File: src/tw_cfg_regs.vh
// constants of the three-wire serial configuration port
`ifndef TW_CFG_REGS_VH
`define TW_CFG_REGS_VH

// register space
`define TW_NUM_REGS 32
`define TW_REG_AW 5
`define TW_LONG_AW 13
`define TW_ADDR_CTRL 5'h00
`define TW_ADDR_PWR 5'h01
`define TW_ADDR_DATA 5'h02
`define TW_ADDR_MEMDATA 5'h11

// reset values
`define TW_DEF_CTRL 8'h00
`define TW_DEF_PWR 8'h40
`define TW_DEF_DATA 8'h34
`define TW_DEF_MEMDATA 8'h34
`define TW_DEF_OTHER 8'h00

// control register fields
`define TW_CFG_LSB_FIRST 6
`define TW_CFG_SWRST 5
`define TW_CFG_LONG 4

// instruction word layout, short (8 bit) and long (16 bit)
`define TW_SINS_RW 7
`define TW_SINS_CNT_HI 6
`define TW_SINS_CNT_LO 5
`define TW_SINS_ADDR_HI 4
`define TW_LINS_RW 15
`define TW_LINS_CNT_HI 14
`define TW_LINS_CNT_LO 13
`define TW_LINS_ADDR_HI 12
`define TW_SINS_LAST 4'h7
`define TW_LINS_LAST 4'hf
`define TW_BYTE_LAST 3'h7

// synchroniser reset levels {strap, data, select, clock}: the pins' idle
// levels, so no false select edge appears as reset is released
`define TW_PIN_IDLE 4'h2

`endif

File: src/tw_sync.v
// two-flop synchroniser for the port pins
`timescale 1ns/100ps
`default_nettype none
`include "tw_cfg_regs.vh"
module tw_sync (
    input wire clock,
    input wire rst_n,
    input wire [3:0] async_in,
    output wire [3:0] sync_out
);
    reg [3:0] meta_ff;
    reg [3:0] sync_ff;

    always @(posedge clock) begin
        if (!rst_n) begin
            meta_ff <= `TW_PIN_IDLE;
            sync_ff <= `TW_PIN_IDLE;
        end else begin
            meta_ff <= async_in;
            sync_ff <= meta_ff;
        end
    end

    assign sync_out = sync_ff;
endmodule
`default_nettype wire

File: src/tw_regfile.v
// configuration register storage with default reload
`timescale 1ns/100ps
`default_nettype none
`include "tw_cfg_regs.vh"
module tw_regfile (
    input wire clock,
    input wire rst_n,
    input wire hold_all,
    input wire hold_rest,
    input wire wr_en,
    input wire [4:0] wr_addr,
    input wire [7:0] wr_data,
    input wire [4:0] rd_addr,
    output wire [7:0] rd_data,
    output wire [255:0] regs_flat
);
    genvar i;
    generate
        for (i = 0; i < `TW_NUM_REGS; i = i + 1) begin : g_reg
            localparam [7:0] DEF =
                (i == `TW_ADDR_PWR) ? `TW_DEF_PWR :
                (i == `TW_ADDR_DATA) ? `TW_DEF_DATA :
                (i == `TW_ADDR_MEMDATA) ? `TW_DEF_MEMDATA :
                (i == `TW_ADDR_CTRL) ? `TW_DEF_CTRL : `TW_DEF_OTHER;
            // the control register is spared by the soft reset
            wire hold = hold_all | ((i != `TW_ADDR_CTRL) & hold_rest);
            reg [7:0] val_ff;
            always @(posedge clock) begin
                if (!rst_n || hold) begin
                    val_ff <= DEF;
                end else if (wr_en && wr_addr == i) begin
                    val_ff <= wr_data;
                end
            end
            assign regs_flat[i*8 +: 8] = val_ff;
        end
    endgenerate

    assign rd_data = regs_flat[rd_addr*8 +: 8];
endmodule
`default_nettype wire

File: src/tw_serial_port.v
// serial configuration port sequencer, top level
`timescale 1ns/100ps
`default_nettype none
`include "tw_cfg_regs.vh"

// Overview of operation
// each cycle opens with an instruction byte on eight rising clocks, or two bytes on sixteen when control bit four is set
// instruction top bit high means read, low means write
// instruction bits six and five give one to four data bytes
// low five instruction bits give the first register address
// strap pin high then low restarts the sequencer, discarding partial data
// each register is written as its last data bit arrives
// master keeps the serial clock at or below 20 MHz
// instruction and write bits are sampled on rising serial clock
// read bits change on falling serial clock
// chip select low gates a cycle; data pin released while high
// master holds chip select low for the whole cycle
// one two-way data pin carries both directions
// control bit six picks bit order, msb first after reset
// msb-first multibyte cycles decrement the address
// lsb-first multibyte cycles increment the address
// new port settings apply right after their last bit
// soft reset bit reloads every register except register zero
// master should change port settings only in single-byte cycles
// strap high turns the port pins into mode controls
// in pin mode the registers sit at their defaults
// control bit four selects five or thirteen bit addresses
// master clears the soft reset bit in a later cycle
// chip select rising aborts the cycle, partial byte dropped
// after the last byte further clocks are ignored until reselected
module tw_serial_port (
    input wire clock,
    input wire rst_n,
    input wire sclk,
    input wire cs_n,
    input wire sdio_in,
    output wire sdio_out,
    output wire sdio_oe_n,
    input wire port_reset_or_strap_pin,
    output wire [255:0] regs_flat,
    output wire bit_order_select,
    output wire long_instruction_select,
    output wire soft_reset_active,
    output wire pin_mode_active,
    output wire clock_mode_control_pin,
    output wire data_format_select,
    output wire pin_power_down
);
    localparam [3:0] ST_IDLE = 4'b0001;
    localparam [3:0] ST_INSTR = 4'b0010;
    localparam [3:0] ST_DATA = 4'b0100;
    localparam [3:0] ST_DONE = 4'b1000;

    ////////////////////////////////////////////////////////////////////
    // pin synchronisation and edge detection

    wire [3:0] pins_s;
    wire sclk_s;
    wire cs_n_s;
    wire sdio_s;
    wire strap_s;
    reg sclk_d_ff;
    reg cs_n_d_ff;
    wire sclk_rise;
    wire sclk_fall;
    wire cs_rise;

    tw_sync u_sync (
        .clock(clock),
        .rst_n(rst_n),
        .async_in({port_reset_or_strap_pin, sdio_in, cs_n, sclk}),
        .sync_out(pins_s)
    );

    assign sclk_s = pins_s[0];
    assign cs_n_s = pins_s[1];
    assign sdio_s = pins_s[2];
    assign strap_s = pins_s[3];

    always @(posedge clock) begin
        if (!rst_n) begin
            sclk_d_ff <= 1'b0;
            cs_n_d_ff <= 1'b1;
        end else begin
            sclk_d_ff <= sclk_s;
            cs_n_d_ff <= cs_n_s;
        end
    end

    // rising serial clock samples
    assign sclk_rise = sclk_s & ~sclk_d_ff;
    // falling serial clock shifts out
    assign sclk_fall = ~sclk_s & sclk_d_ff;
    assign cs_rise = cs_n_s & ~cs_n_d_ff;

    ////////////////////////////////////////////////////////////////////
    // sequencer state

    reg [3:0] state_ff;
    reg [3:0] nxt_state;
    reg [3:0] ins_cnt_ff;
    reg [3:0] nxt_ins_cnt;
    reg [15:0] ins_sh_ff;
    reg [15:0] nxt_ins_sh;
    reg [2:0] bit_cnt_ff;
    reg [2:0] nxt_bit_cnt;
    reg [7:0] dat_sh_ff;
    reg [7:0] nxt_dat_sh;
    reg [1:0] byte_cnt_ff;
    reg [1:0] nxt_byte_cnt;
    reg [1:0] nbytes_ff;
    reg [1:0] nxt_nbytes;
    reg read_ff;
    reg nxt_read;
    reg [12:0] addr_ff;
    reg [12:0] nxt_addr;
    reg wr_en;
    reg sdio_out_ff;

    wire [7:0] ctrl_reg;
    wire [7:0] rd_raw;
    wire [7:0] rd_data;
    wire lsb_first;
    wire long_ins;
    wire swrst;
    wire addr_ok;
    wire [3:0] ins_last;
    wire [3:0] ins_idx;
    wire [2:0] dat_idx;
    reg [15:0] ins_word;
    reg [7:0] dat_word;

    assign ctrl_reg = regs_flat[7:0];
    // bit order from the live control register
    assign lsb_first = ctrl_reg[`TW_CFG_LSB_FIRST];
    // address width select
    assign long_ins = ctrl_reg[`TW_CFG_LONG];
    assign swrst = ctrl_reg[`TW_CFG_SWRST];

    // settings read straight from storage, so they act at once
    assign ins_last = long_ins ? `TW_LINS_LAST : `TW_SINS_LAST;
    assign ins_idx = lsb_first ? ins_cnt_ff : (ins_last - ins_cnt_ff);
    assign dat_idx = lsb_first ? bit_cnt_ff : (`TW_BYTE_LAST - bit_cnt_ff);

    // long addresses beyond the populated space read zero, ignore writes
    assign addr_ok = (addr_ff[12:`TW_REG_AW] == 8'h00);
    assign rd_data = addr_ok ? rd_raw : 8'h00;

    always @* begin
        ins_word = ins_sh_ff;
        ins_word[ins_idx] = sdio_s;
        dat_word = dat_sh_ff;
        dat_word[dat_idx] = sdio_s;
    end

    always @* begin
        nxt_state = state_ff;
        nxt_ins_cnt = ins_cnt_ff;
        nxt_ins_sh = ins_sh_ff;
        nxt_bit_cnt = bit_cnt_ff;
        nxt_dat_sh = dat_sh_ff;
        nxt_byte_cnt = byte_cnt_ff;
        nxt_nbytes = nbytes_ff;
        nxt_read = read_ff;
        nxt_addr = addr_ff;
        wr_en = 1'b0;
        case (state_ff)
            ST_IDLE: begin
                // chip select low opens a cycle
                if (!cs_n_s) begin
                    nxt_state = ST_INSTR;
                    nxt_ins_cnt = 4'h0;
                    nxt_ins_sh = 16'h0000;
                end
            end
            ST_INSTR: begin
                // instruction shifts in over the first rising clocks
                if (sclk_rise) begin
                    nxt_ins_sh = ins_word;
                    nxt_ins_cnt = ins_cnt_ff + 4'h1;
                    if (ins_cnt_ff == ins_last) begin
                        nxt_state = ST_DATA;
                        nxt_bit_cnt = 3'h0;
                        nxt_byte_cnt = 2'h0;
                        nxt_dat_sh = 8'h00;
                        if (long_ins) begin
                            nxt_read = ins_word[`TW_LINS_RW];
                            nxt_nbytes = ins_word[`TW_LINS_CNT_HI:
                                                  `TW_LINS_CNT_LO];
                            nxt_addr = ins_word[`TW_LINS_ADDR_HI:0];
                        end else begin
                            // direction bit
                            nxt_read = ins_word[`TW_SINS_RW];
                            // byte count minus one
                            nxt_nbytes = ins_word[`TW_SINS_CNT_HI:
                                                  `TW_SINS_CNT_LO];
                            // start address
                            nxt_addr = {8'h00,
                                        ins_word[`TW_SINS_ADDR_HI:0]};
                        end
                    end
                end
            end
            ST_DATA: begin
                if (sclk_rise) begin
                    nxt_dat_sh = dat_word;
                    nxt_bit_cnt = bit_cnt_ff + 3'h1;
                    if (bit_cnt_ff == `TW_BYTE_LAST) begin
                        nxt_dat_sh = 8'h00;
                        // write at the last bit of each byte
                        wr_en = ~read_ff & addr_ok;
                        if (byte_cnt_ff == nbytes_ff) begin
                            nxt_state = ST_DONE;
                        end else begin
                            nxt_byte_cnt = byte_cnt_ff + 2'h1;
                            // msb first walks down
                            // lsb first walks up
                            if (lsb_first) begin
                                nxt_addr = addr_ff + 13'h0001;
                            end else begin
                                nxt_addr = addr_ff - 13'h0001;
                            end
                        end
                    end
                end
            end
            ST_DONE: begin
                // clocks ignored until chip select cycles
                nxt_state = ST_DONE;
            end
            default: begin
                nxt_state = ST_IDLE;
            end
        endcase
    end

    always @(posedge clock) begin
        // strap high holds the sequencer at the instruction start
        // chip select rising abandons the cycle
        if (!rst_n || strap_s || cs_rise || cs_n_s) begin
            state_ff <= ST_IDLE;
            ins_cnt_ff <= 4'h0;
            ins_sh_ff <= 16'h0000;
            bit_cnt_ff <= 3'h0;
            dat_sh_ff <= 8'h00;
            byte_cnt_ff <= 2'h0;
            nbytes_ff <= 2'h0;
            read_ff <= 1'b0;
            addr_ff <= 13'h0000;
        end else begin
            state_ff <= nxt_state;
            ins_cnt_ff <= nxt_ins_cnt;
            ins_sh_ff <= nxt_ins_sh;
            bit_cnt_ff <= nxt_bit_cnt;
            dat_sh_ff <= nxt_dat_sh;
            byte_cnt_ff <= nxt_byte_cnt;
            nbytes_ff <= nxt_nbytes;
            read_ff <= nxt_read;
            addr_ff <= nxt_addr;
        end
    end

    ////////////////////////////////////////////////////////////////////
    // read data out

    // the first bit is ready after the falling edge that follows the
    // last instruction bit; the master must sample on the next rise
    always @(posedge clock) begin
        if (!rst_n) begin
            sdio_out_ff <= 1'b0;
        end else if (sclk_fall && state_ff == ST_DATA && read_ff) begin
            // next read bit on the falling edge
            sdio_out_ff <= rd_data[dat_idx];
        end
    end

    assign sdio_out = sdio_out_ff;
    // one pin, driven only during read data
    // released whenever chip select is high
    assign sdio_oe_n = ~(state_ff == ST_DATA && read_ff && !cs_n_s &&
                         !strap_s);

    ////////////////////////////////////////////////////////////////////
    // register storage and pin mode

    tw_regfile u_regs (
        .clock(clock),
        .rst_n(rst_n),
        // pin mode forces defaults everywhere
        .hold_all(strap_s),
        // soft reset reloads all but the control register
        .hold_rest(swrst),
        .wr_en(wr_en),
        .wr_addr(addr_ff[`TW_REG_AW-1:0]),
        .wr_data(dat_word),
        .rd_addr(addr_ff[`TW_REG_AW-1:0]),
        .rd_data(rd_raw),
        .regs_flat(regs_flat)
    );

    assign bit_order_select = lsb_first;
    assign long_instruction_select = long_ins;
    assign soft_reset_active = swrst;

    // strap high repurposes the port pins
    assign pin_mode_active = strap_s;
    assign clock_mode_control_pin = strap_s & sclk_s;
    assign data_format_select = strap_s & sdio_s;
    assign pin_power_down = strap_s & cs_n_s;
endmodule
`default_nettype wire

File: config.mk
export PLATFORM = sky130hd
export DESIGN_NAME = tw_serial_port
export DESIGN_NICKNAME = d
export VERILOG_FILES = /design/src/tw_sync.v /design/src/tw_regfile.v /design/src/tw_serial_port.v
export VERILOG_INCLUDE_DIRS = /design/src
export SDC_FILE = /design/constraint.sdc
export NUM_CORES = 1
export LEC_CHECK = 0
export BUFFER_PORTS_ARGS = -buffer_cell sky130_fd_sc_hd__clkbuf_2
export CAP_MARGIN = 20
export CORE_ASPECT_RATIO = 1.5
export CORE_UTILIZATION = 50
export CTS_CLUSTER_DIAMETER = 60
export CTS_CLUSTER_SIZE = 8
export DETAILED_ROUTE_END_ITERATION = 7
export PLACE_DENSITY = 0.73
export SYNTH_ARGS = -nofsm -noshare
export SYNTH_HDL_FRONTEND = slang
export SYNTH_SLANG_ARGS = --single-unit
File: constraint.sdc
create_clock -name clock -period 5.9 [get_ports clock]
set_clock_uncertainty 0.2 [all_clocks]
set_input_delay 0.59 -clock clock [delete_from_list [all_inputs] [get_ports clock]]
set_output_delay 0.59 -clock clock [all_outputs]
set_load 0.02 [all_outputs]
==> implementation parameters, run 1 <==
Parameter                              Value

Status
  Status ... complete, no violations

Setup path
  Cells traversed along the worst timing path ... nor4b_4 -> and4_1 -> and4b_1 -> nand3_2 -> nor2_1 -> nand2_1 -> a21oi_1
  Largest stage delay on the critical path ... 740 ps
  Arrival time of data at the critical path endpoint ... 4140 ps
  Worst setup SP type ... flip-flop
  CP Max Fanout ... 27
  Type of destination of the critical path ... flip-flop
  Data required time of the worst path ... 6160 ps
  Cell with the largest stage delay on the worst path ... sky130_fd_sc_hd__nor4b_4
  Kind of critical path ... reg2reg

Synthesis
  Synth unique cells ... 72
  Netlist area before placement ... 15560 um2
  Number of warnings printed during yosys synthesis ... 0
  Synthesized netlist cell count ... 1819
  Average instance area after synthesis ... 8.556 um2
  Synth top area cells ... sky130_fd_sc_hd__dfxtp_1 41%, sky130_fd_sc_hd__mux4_2 8.1%, sky130_fd_sc_hd__a21oi_1 7.3%
  Main combinational cell family by area after synthesis ... simple AND/OR/NAND/NOR gates
  Post-synthesis simple-gate area fraction ... 0.1923
  Post-synthesis compound-gate area fraction ... 0.1807
  Post-Synth XOR/XNOR Area ... 0.009567
  Post-synthesis async set-or-reset flop share ... 0
  Share of Yosys cell area claimed by the top area cell type ... 0.4103
  Top-count cell post-synth ... sky130_fd_sc_hd__dfxtp_1
  Post-synthesis share of cell area spent on full adders, half adders and majority gates ... 0.01254
  Share of the yosys chip area belonging to registers ... 0.4103
  Mux share of post-synthesis cell area ... 0.1482
  Cell taking the most area after synthesis ... sky130_fd_sc_hd__dfxtp_1
  Yosys reg bits ... 319
  Post-synth EDFFs ... 0
  Flip-flop cell with the highest count after synthesis ... sky130_fd_sc_hd__dfxtp_1
  Syn Nets ... 1840
  Top cell types by occurrence after synthesis ... 319 x sky130_fd_sc_hd__dfxtp_1, 243 x sky130_fd_sc_hd__nand2_1, 226 x sky130_fd_sc_hd__a21oi_1

Clock network
  Clk slew on worst S/H paths ... 50 ps
  Number of H-tree branching levels ... 2
  TritonCTS clock tree ... built
  Hold Buf Count CTS ... 0
  Cell chosen for the clock root ... sky130_fd_sc_hd__clkbuf_16
  Cts repair resizes ... 0
  Clk_lat worst skew ... 550 ps
  Post-CTS Setup Bufs ... 0
  CTS sink count ... 319
  Maximum buffer depth of the clock tree ... 3
  TritonCTS Buffers ... 45

Die
  I/O pin count ... 271
  Die area ... 31850 um2
  Die Wd ... 146.1 um
  Number of placement rows ... 78
  Effective utilization at floorplan ... 0.5111
  Core outline area ... 30450 um2
  Die span in y ... 218.1 um

STA
  Count of final setup violators ... 0
  Final Worst Setup Slack ... 2027 ps
  Total negative setup slack ... 0 ps
  Share of the clock period used by the worst path ... 0.6565
  Maximum clock frequency ... 0.2582 GHz
  Final Max Tran Viols ... 0
  Final critical-path required period ... 3873 ps
  Relative slew slack ... 0.2647
  Number of hold-slack violations in the final timing report ... 0
  RSZ-0062 raised after global routing ... false
  Worst Tran Pin Value ... 1095 ps

Place
  Count of placed standard cells including taps ... 2347
  Total half-perimeter wirelength after legalization and detailed placement ... 36.66 mm
  Port bufs ... 270
  Cell area after placement ... 17010 um2
  Dpl ws ... 2160 ps
  Last weighted congestion value of the routability-driven placer ... 0.9455

Detailed routing
  Antenna-violating nets left ... 0
  Number of iterations in the first detailed-routing pass ... 6
  Wire length reported by the detailed router ... 53.80 mm
  Post-DR vias/cell ... 6.269
  Per-cell routed wire length ... 22.42 um
  Detailed-route via count ... 15050
  # DRC ... 0
  1st-iter DRT viols ... 1381

Final layout
  Total Nets Final ... 2018
  Area grow syn2layout ... 17.29%
  Finished Cell Area ... 18260 um2
  N_diodes ... 0
  Final Core Density ... 0.5995
  Post-Layout Cell Count ... 2400
  Share of cells above drive strength 1 ... 0.2230

Power
  Leakage power total ... 0.006943 uW
  Worst vdd rail ir drop ... 212.6 uV
  P per Cell Area ... 246.6 nW/um2

Global route
  Number of global-route vias before repair ... 14330
  Global-route wire length before repair ... 82.17 mm
  Final global-route overflow total ... 0
  Global-route total usage across every layer ... 0.3304
  Initial antenna violation count ... 0
  Largest net degree at the start of global routing ... 154

Job
  Maxcap violations ... 0

Worst hold path
  Path category of the worst min-delay check ... in2reg
[state kept, by name, summed over array words and instances (netlist names)]
register / cells
bit_cnt_ff: 3
u_sync.meta_ff: 4
u_sync.sync_out: 4
sdio_out: 1
u_regs.g.val_ff: 256
sclk_d_ff: 1
dat_sh_ff: 8
state_ff: 4
read_ff: 1
ins_cnt_ff: 4
byte_cnt_ff: 2
addr_ff: 13
nbytes_ff: 2
ins_sh_ff: 16
[cells by family after synthesis]
family | Yosys count
DFF | 319
adders and majority gates | 15
buffers and inverters | 175
xor gates and xnor gates | 17
muxes | 159
and+or+nand+nor | 644
AOI/OAI and AO/OA | 490
[per-layer routing]
metal | GRT usage | vias up | part of all wire
met5 | 0 | - | 0
met4 | 0.2003 | 0 | 0.059
met3 | 0.07615 | 187 | 0.094
met2 | 0.5638 | 810 | 0.49
met1 | 0.3754 | 7208 | 0.36
li1 | - | 6840 | -
[critical path, delay by kind of cell (launching register included)]
| kind | cells | cell delay, ps |
|---|---|---|
| compound gates | 1 | 180 |
| simple gates | 6 | 2820 |
| flops | 1 | 580 |
[worst paths after layout]
check | startpoint | cells past startpoint | endpoint | slack (ps)
worst max-delay path | state_ff[2] | 7 | u_regs.g_reg[31].val_ff[7] | 2030
worst min-delay path | cs_n | 2 | u_sync.meta_ff[1] | 40
worst max register to register | state_ff[2] | 7 | u_regs.g_reg[31].val_ff[7] | 2030
worst min register to register | u_sync.meta_ff[1] | 1 | u_sync.sync_out[1] | 220
[cells in the final DEF, fill, tap and decap left out, types with 20 or more instances in the layout]
cell type,netlist,routed
sky130_fd_sc_hd__dfxtp_1,319,317
sky130_fd_sc_hd__clkbuf_2,0,270
sky130_fd_sc_hd__nand2_1,243,243
sky130_fd_sc_hd__a21oi_1,226,219
sky130_fd_sc_hd__nor2_1,164,163
sky130_fd_sc_hd__o21ai_0,135,135
sky130_fd_sc_hd__nand3_1,102,102
sky130_fd_sc_hd__mux2i_1,92,92
sky130_fd_sc_hd__mux4_2,56,56
sky130_fd_sc_hd__clkbuf_16,0,46
sky130_fd_sc_hd__a22oi_1,35,35
sky130_fd_sc_hd__buf_4,4,21
sky130_fd_sc_hd__nand2b_1,20,20
[power by group]
group | switching [uW] | internal, uW
Sequential | 2.80 | 2160
Clock | 906 | 1370
Combinational | 54.1 | 10.5
Total | 963 | 3540
[final cells by class]
class	count	area [um2]
tap	400	500.5
clock inverter	1	16.27
inverter	11	41.29
timing repair buffer	295	1597
multi-input combinational	1325	8544
sequential	319	6394
fill	2698	12190
clock buffer	49	1162
[through the flow]
step / total power, uW / hold WS, ps
final: 4501 / 36.61
after global routing: 4607 / 57.11
after CTS: 4505 / 33.68
after detailed placement: 2269 / 204.9
after global placement: 2269 / 195.1
after floorplan: 2254 / 186.3
Note: power is estimated with default switching activity, not from simulation.
==> inputs of run 2 (changes only) <==
==> constraint.sdc (replaced) <==
create_clock -name clock -period 3.6 [get_ports clock]
set_clock_uncertainty 0.2 [all_clocks]
set_input_delay 0.36 -clock clock [delete_from_list [all_inputs] [get_ports clock]]
set_output_delay 0.36 -clock clock [all_outputs]
set_load 0.02 [all_outputs]
==> run 2 against run 1 <==
Critical path depth is 2 higher. Cell count increased by 1.6%. Critical path type unchanged. Critical endpoint is now u_regs.g_reg[7].val_ff[1]. Clock power increased by 65%. First-iteration DRC count up 2.3%. Setup slack lost 1700 ps. Non-clock buffer count rose by 39. Clock-buffer cell count unchanged. Combinational power increased by 91%.
==> implementation parameters, run 2 (synthesis gave the netlist of run 1 again) <==
Parameter                              Value

Final layout
  Largest register FFs ... 256
  Most common cell after layout, fill and taps aside ... sky130_fd_sc_hd__dfxtp_1
  Post-Layout Cell Count ... 2439
  Share of cells above drive strength 1 ... 0.2349
  Total Nets Final ... 2057
  Biggest register ... u_regs.g.val_ff
  Finished Cell Area ... 18560 um2
  Registers with the most flip-flops ... u_regs.g.val_ff: 256 flops, ins_sh_ff: 16 flops, addr_ff: 13 flops
  N_diodes ... 0
  Commonest non-fill, non-tap cells in the layout ... 317 x sky130_fd_sc_hd__dfxtp_1, 270 x sky130_fd_sc_hd__clkbuf_2, 243 x sky130_fd_sc_hd__nand2_1
  Area grow syn2layout ... 19.22%
  Filler cell count ... 2601

Clock network
  CTS sink count ... 319
  TritonCTS clock tree ... built
  Number of H-tree branching levels ... 2
  Maximum buffer depth of the clock tree ... 3
  Cts repair resizes ... 0
  TritonCTS Buffers ... 45
  Cell chosen for the clock root ... sky130_fd_sc_hd__clkbuf_16
  Clk slew on worst S/H paths ... 50 ps
  Clk_lat worst skew ... 560 ps
  Post-CTS Setup Bufs ... 0

Setup path
  CP startpoint ... addr_ff[8]
  Data required time of the worst path ... 3830 ps
  Worst setup SP type ... flip-flop
  Worst Setup EP ... u_regs.g_reg[7].val_ff[1]
  Reg-to-reg setup timing slack ... 380 ps
  Start of the worst register-to-register path ... addr_ff[8]
  Arrival time of data at the critical path endpoint ... 3450 ps
  Kind of critical path ... reg2reg
  Cell depth of the worst flop-to-flop path ... 9
  End of the worst register-to-register path ... u_regs.g_reg[7].val_ff[1]
  Type of destination of the critical path ... flip-flop
  CP Max Fanout ... 25

Power
  Sequential Power Share ... 0.478
  P per Cell Area ... 399.6 nW/um2
  Leakage power total ... 0.007128 uW
  Sw Pwr ... 1605 uW
  Worst vdd rail ir drop ... 378.2 uV
  Internal portion of total power ... 5810 uW
  Sum of internal, switching and leakage power ... 7415 uW
  Clock share of power ... 0.505
  Share of total power consumed by net switching ... 0.2164
  Fraction of power consumed by combinational cells ... 0.017

Detailed routing
  Detailed-route via count ... 15390
  Top sig layer ... met4
  Wire length reported by the detailed router ... 55.26 mm
  Routed wire length on met3 ... 5.237 mm
  Met2 routed wirelength ... 27.36 mm
  Antenna-violating nets left ... 0
  1st-iter DRT viols ... 1413
  Number of iterations in the first detailed-routing pass ... 5
  # DRC ... 0
  Total routed wire length on the met1 layer ... 19.27 mm
  Post-DR vias/cell ... 6.310
  Per-cell routed wire length ... 22.66 um

Die
  Die area ... 31850 um2
  Die Wd ... 146.1 um
  Core outline area ... 30450 um2
  Die span in y ... 218.1 um
  Number of placement rows ... 78
  Effective utilization at floorplan ... 0.5111
  I/O pin count ... 271

Place
  Count of placed standard cells including taps ... 2383
  Last weighted congestion value of the routability-driven placer ... 0.9193
  Total half-perimeter wirelength after legalization and detailed placement ... 38.70 mm
  Port bufs ... 270
  Cell area after placement ... 17320 um2

STA
  Share of the clock period used by the worst path ... 0.8955
  Relative slew slack ... 0.3330
  Maximum clock frequency ... 0.3102 GHz
  Final Max Tran Viols ... 0
  Number of hold-slack violations in the final timing report ... 0
  RSZ-0062 raised after global routing ... false
  Worst Tran Pin Value ... 1001 ps
  Total negative setup slack ... 0 ps
  Count of final setup violators ... 0
  Final critical-path required period ... 3224 ps

Job
  Maxcap violations ... 0

Global route
  Global-route total usage across every layer ... 0.3422
  Largest net degree at the start of global routing ... 75
  Final global-route overflow total ... 0
  Initial antenna violation count ... 0
  Number of global-route vias before repair ... 14640
  Global-route wire length before repair ... 84.80 mm

Worst hold path
  Path category of the worst min-delay check ... reg2reg

Status
  Status ... complete, no violations
run 2: changes by cell type in the layout (fill, tap and decap cells not counted):
| cell | previous run | this run |
|---|---|---|
| sky130_fd_sc_hd__buf_4 | 21 | 54 |
| sky130_fd_sc_hd__dlygate4sd3_1 | 0 | 6 |
| sky130_fd_sc_hd__buf_12 | 3 | 4 |
| sky130_fd_sc_hd__buf_16 | 1 | 0 |
run 2: worst min-delay path by stage:
stage                       from            endpoint  slack (ps)  depth (start not counted)
4_1_cts        u_sync.meta_ff[1]  u_sync.sync_out[1]         210                          1
5_1_grt        u_sync.meta_ff[1]  u_sync.sync_out[1]         230                          1
6_report       u_sync.meta_ff[1]  u_sync.sync_out[1]         210                          1
3_3_place_gp   u_sync.meta_ff[1]  u_sync.sync_out[1]         200                          1
2_1_floorplan  u_sync.meta_ff[1]  u_sync.sync_out[1]         190                          1
3_5_place_dp   u_sync.meta_ff[1]  u_sync.sync_out[1]         200                          1
run 2: through the flow:
step	hold WS, ps	worst slack [ps]	util
2_1_floorplan	186.3	406.0	-
3_3_place_gp	195.2	495.6	0.5687
3_5_place_dp	202.5	473.0	0.5687
4_1_cts	214.7	417.1	0.6094
5_1_grt	232.0	215.3	0.6094
6_report	207.9	376.2	0.6094
run 2: routing by layer:
layer | global-route usage | vias up
li1 | - | 6909
met1 | 0.3937 | 7367
met2 | 0.5850 | 905
met3 | 0.06527 | 210
met4 | 0.2153 | 0
met5 | 0 | -
run 2: timing repair:
action	in CTS	in global routing
setup endpoints to repair	0	0
hold buffers	6	0
endpoints found under the hold margin	5	0
run 2: final cells by class:
cell class / count / area, um2 / area share
multi-input combinational: 1325 / 8544 / 0.4605
timing repair buffer: 334 / 1897 / 0.1022
clock inverter: 1 / 16.27 / 0.0008766
tap: 400 / 500.5 / 0.02697
sequential: 319 / 6394 / 0.3446
inverter: 11 / 41.29 / 0.002225
clock buffer: 49 / 1162 / 0.06264
run 2: worst max-delay path: stages (launching register included):
cell and delay [ps]:
sky130_fd_sc_hd__dfxtp_1 330, sky130_fd_sc_hd__nor4_1 520, sky130_fd_sc_hd__buf_4 210, sky130_fd_sc_hd__and4_1 210, sky130_fd_sc_hd__nand4b_1 410, sky130_fd_sc_hd__nor2_1 260, sky130_fd_sc_hd__buf_4 300, sky130_fd_sc_hd__nand3_2 310
sky130_fd_sc_hd__mux2i_1 280, sky130_fd_sc_hd__nor2_1 50
run 2: power groups by stage:
stage                     combinational, uW  sequential [uW]  clock (uW)
final                                   123             3550        3750
after detailed placement                114             3620           0
after global routing                    130             3540        3910
after floorplan                        78.2             3620           0
after CTS                               120             3550        3740
after global placement                  114             3620           0
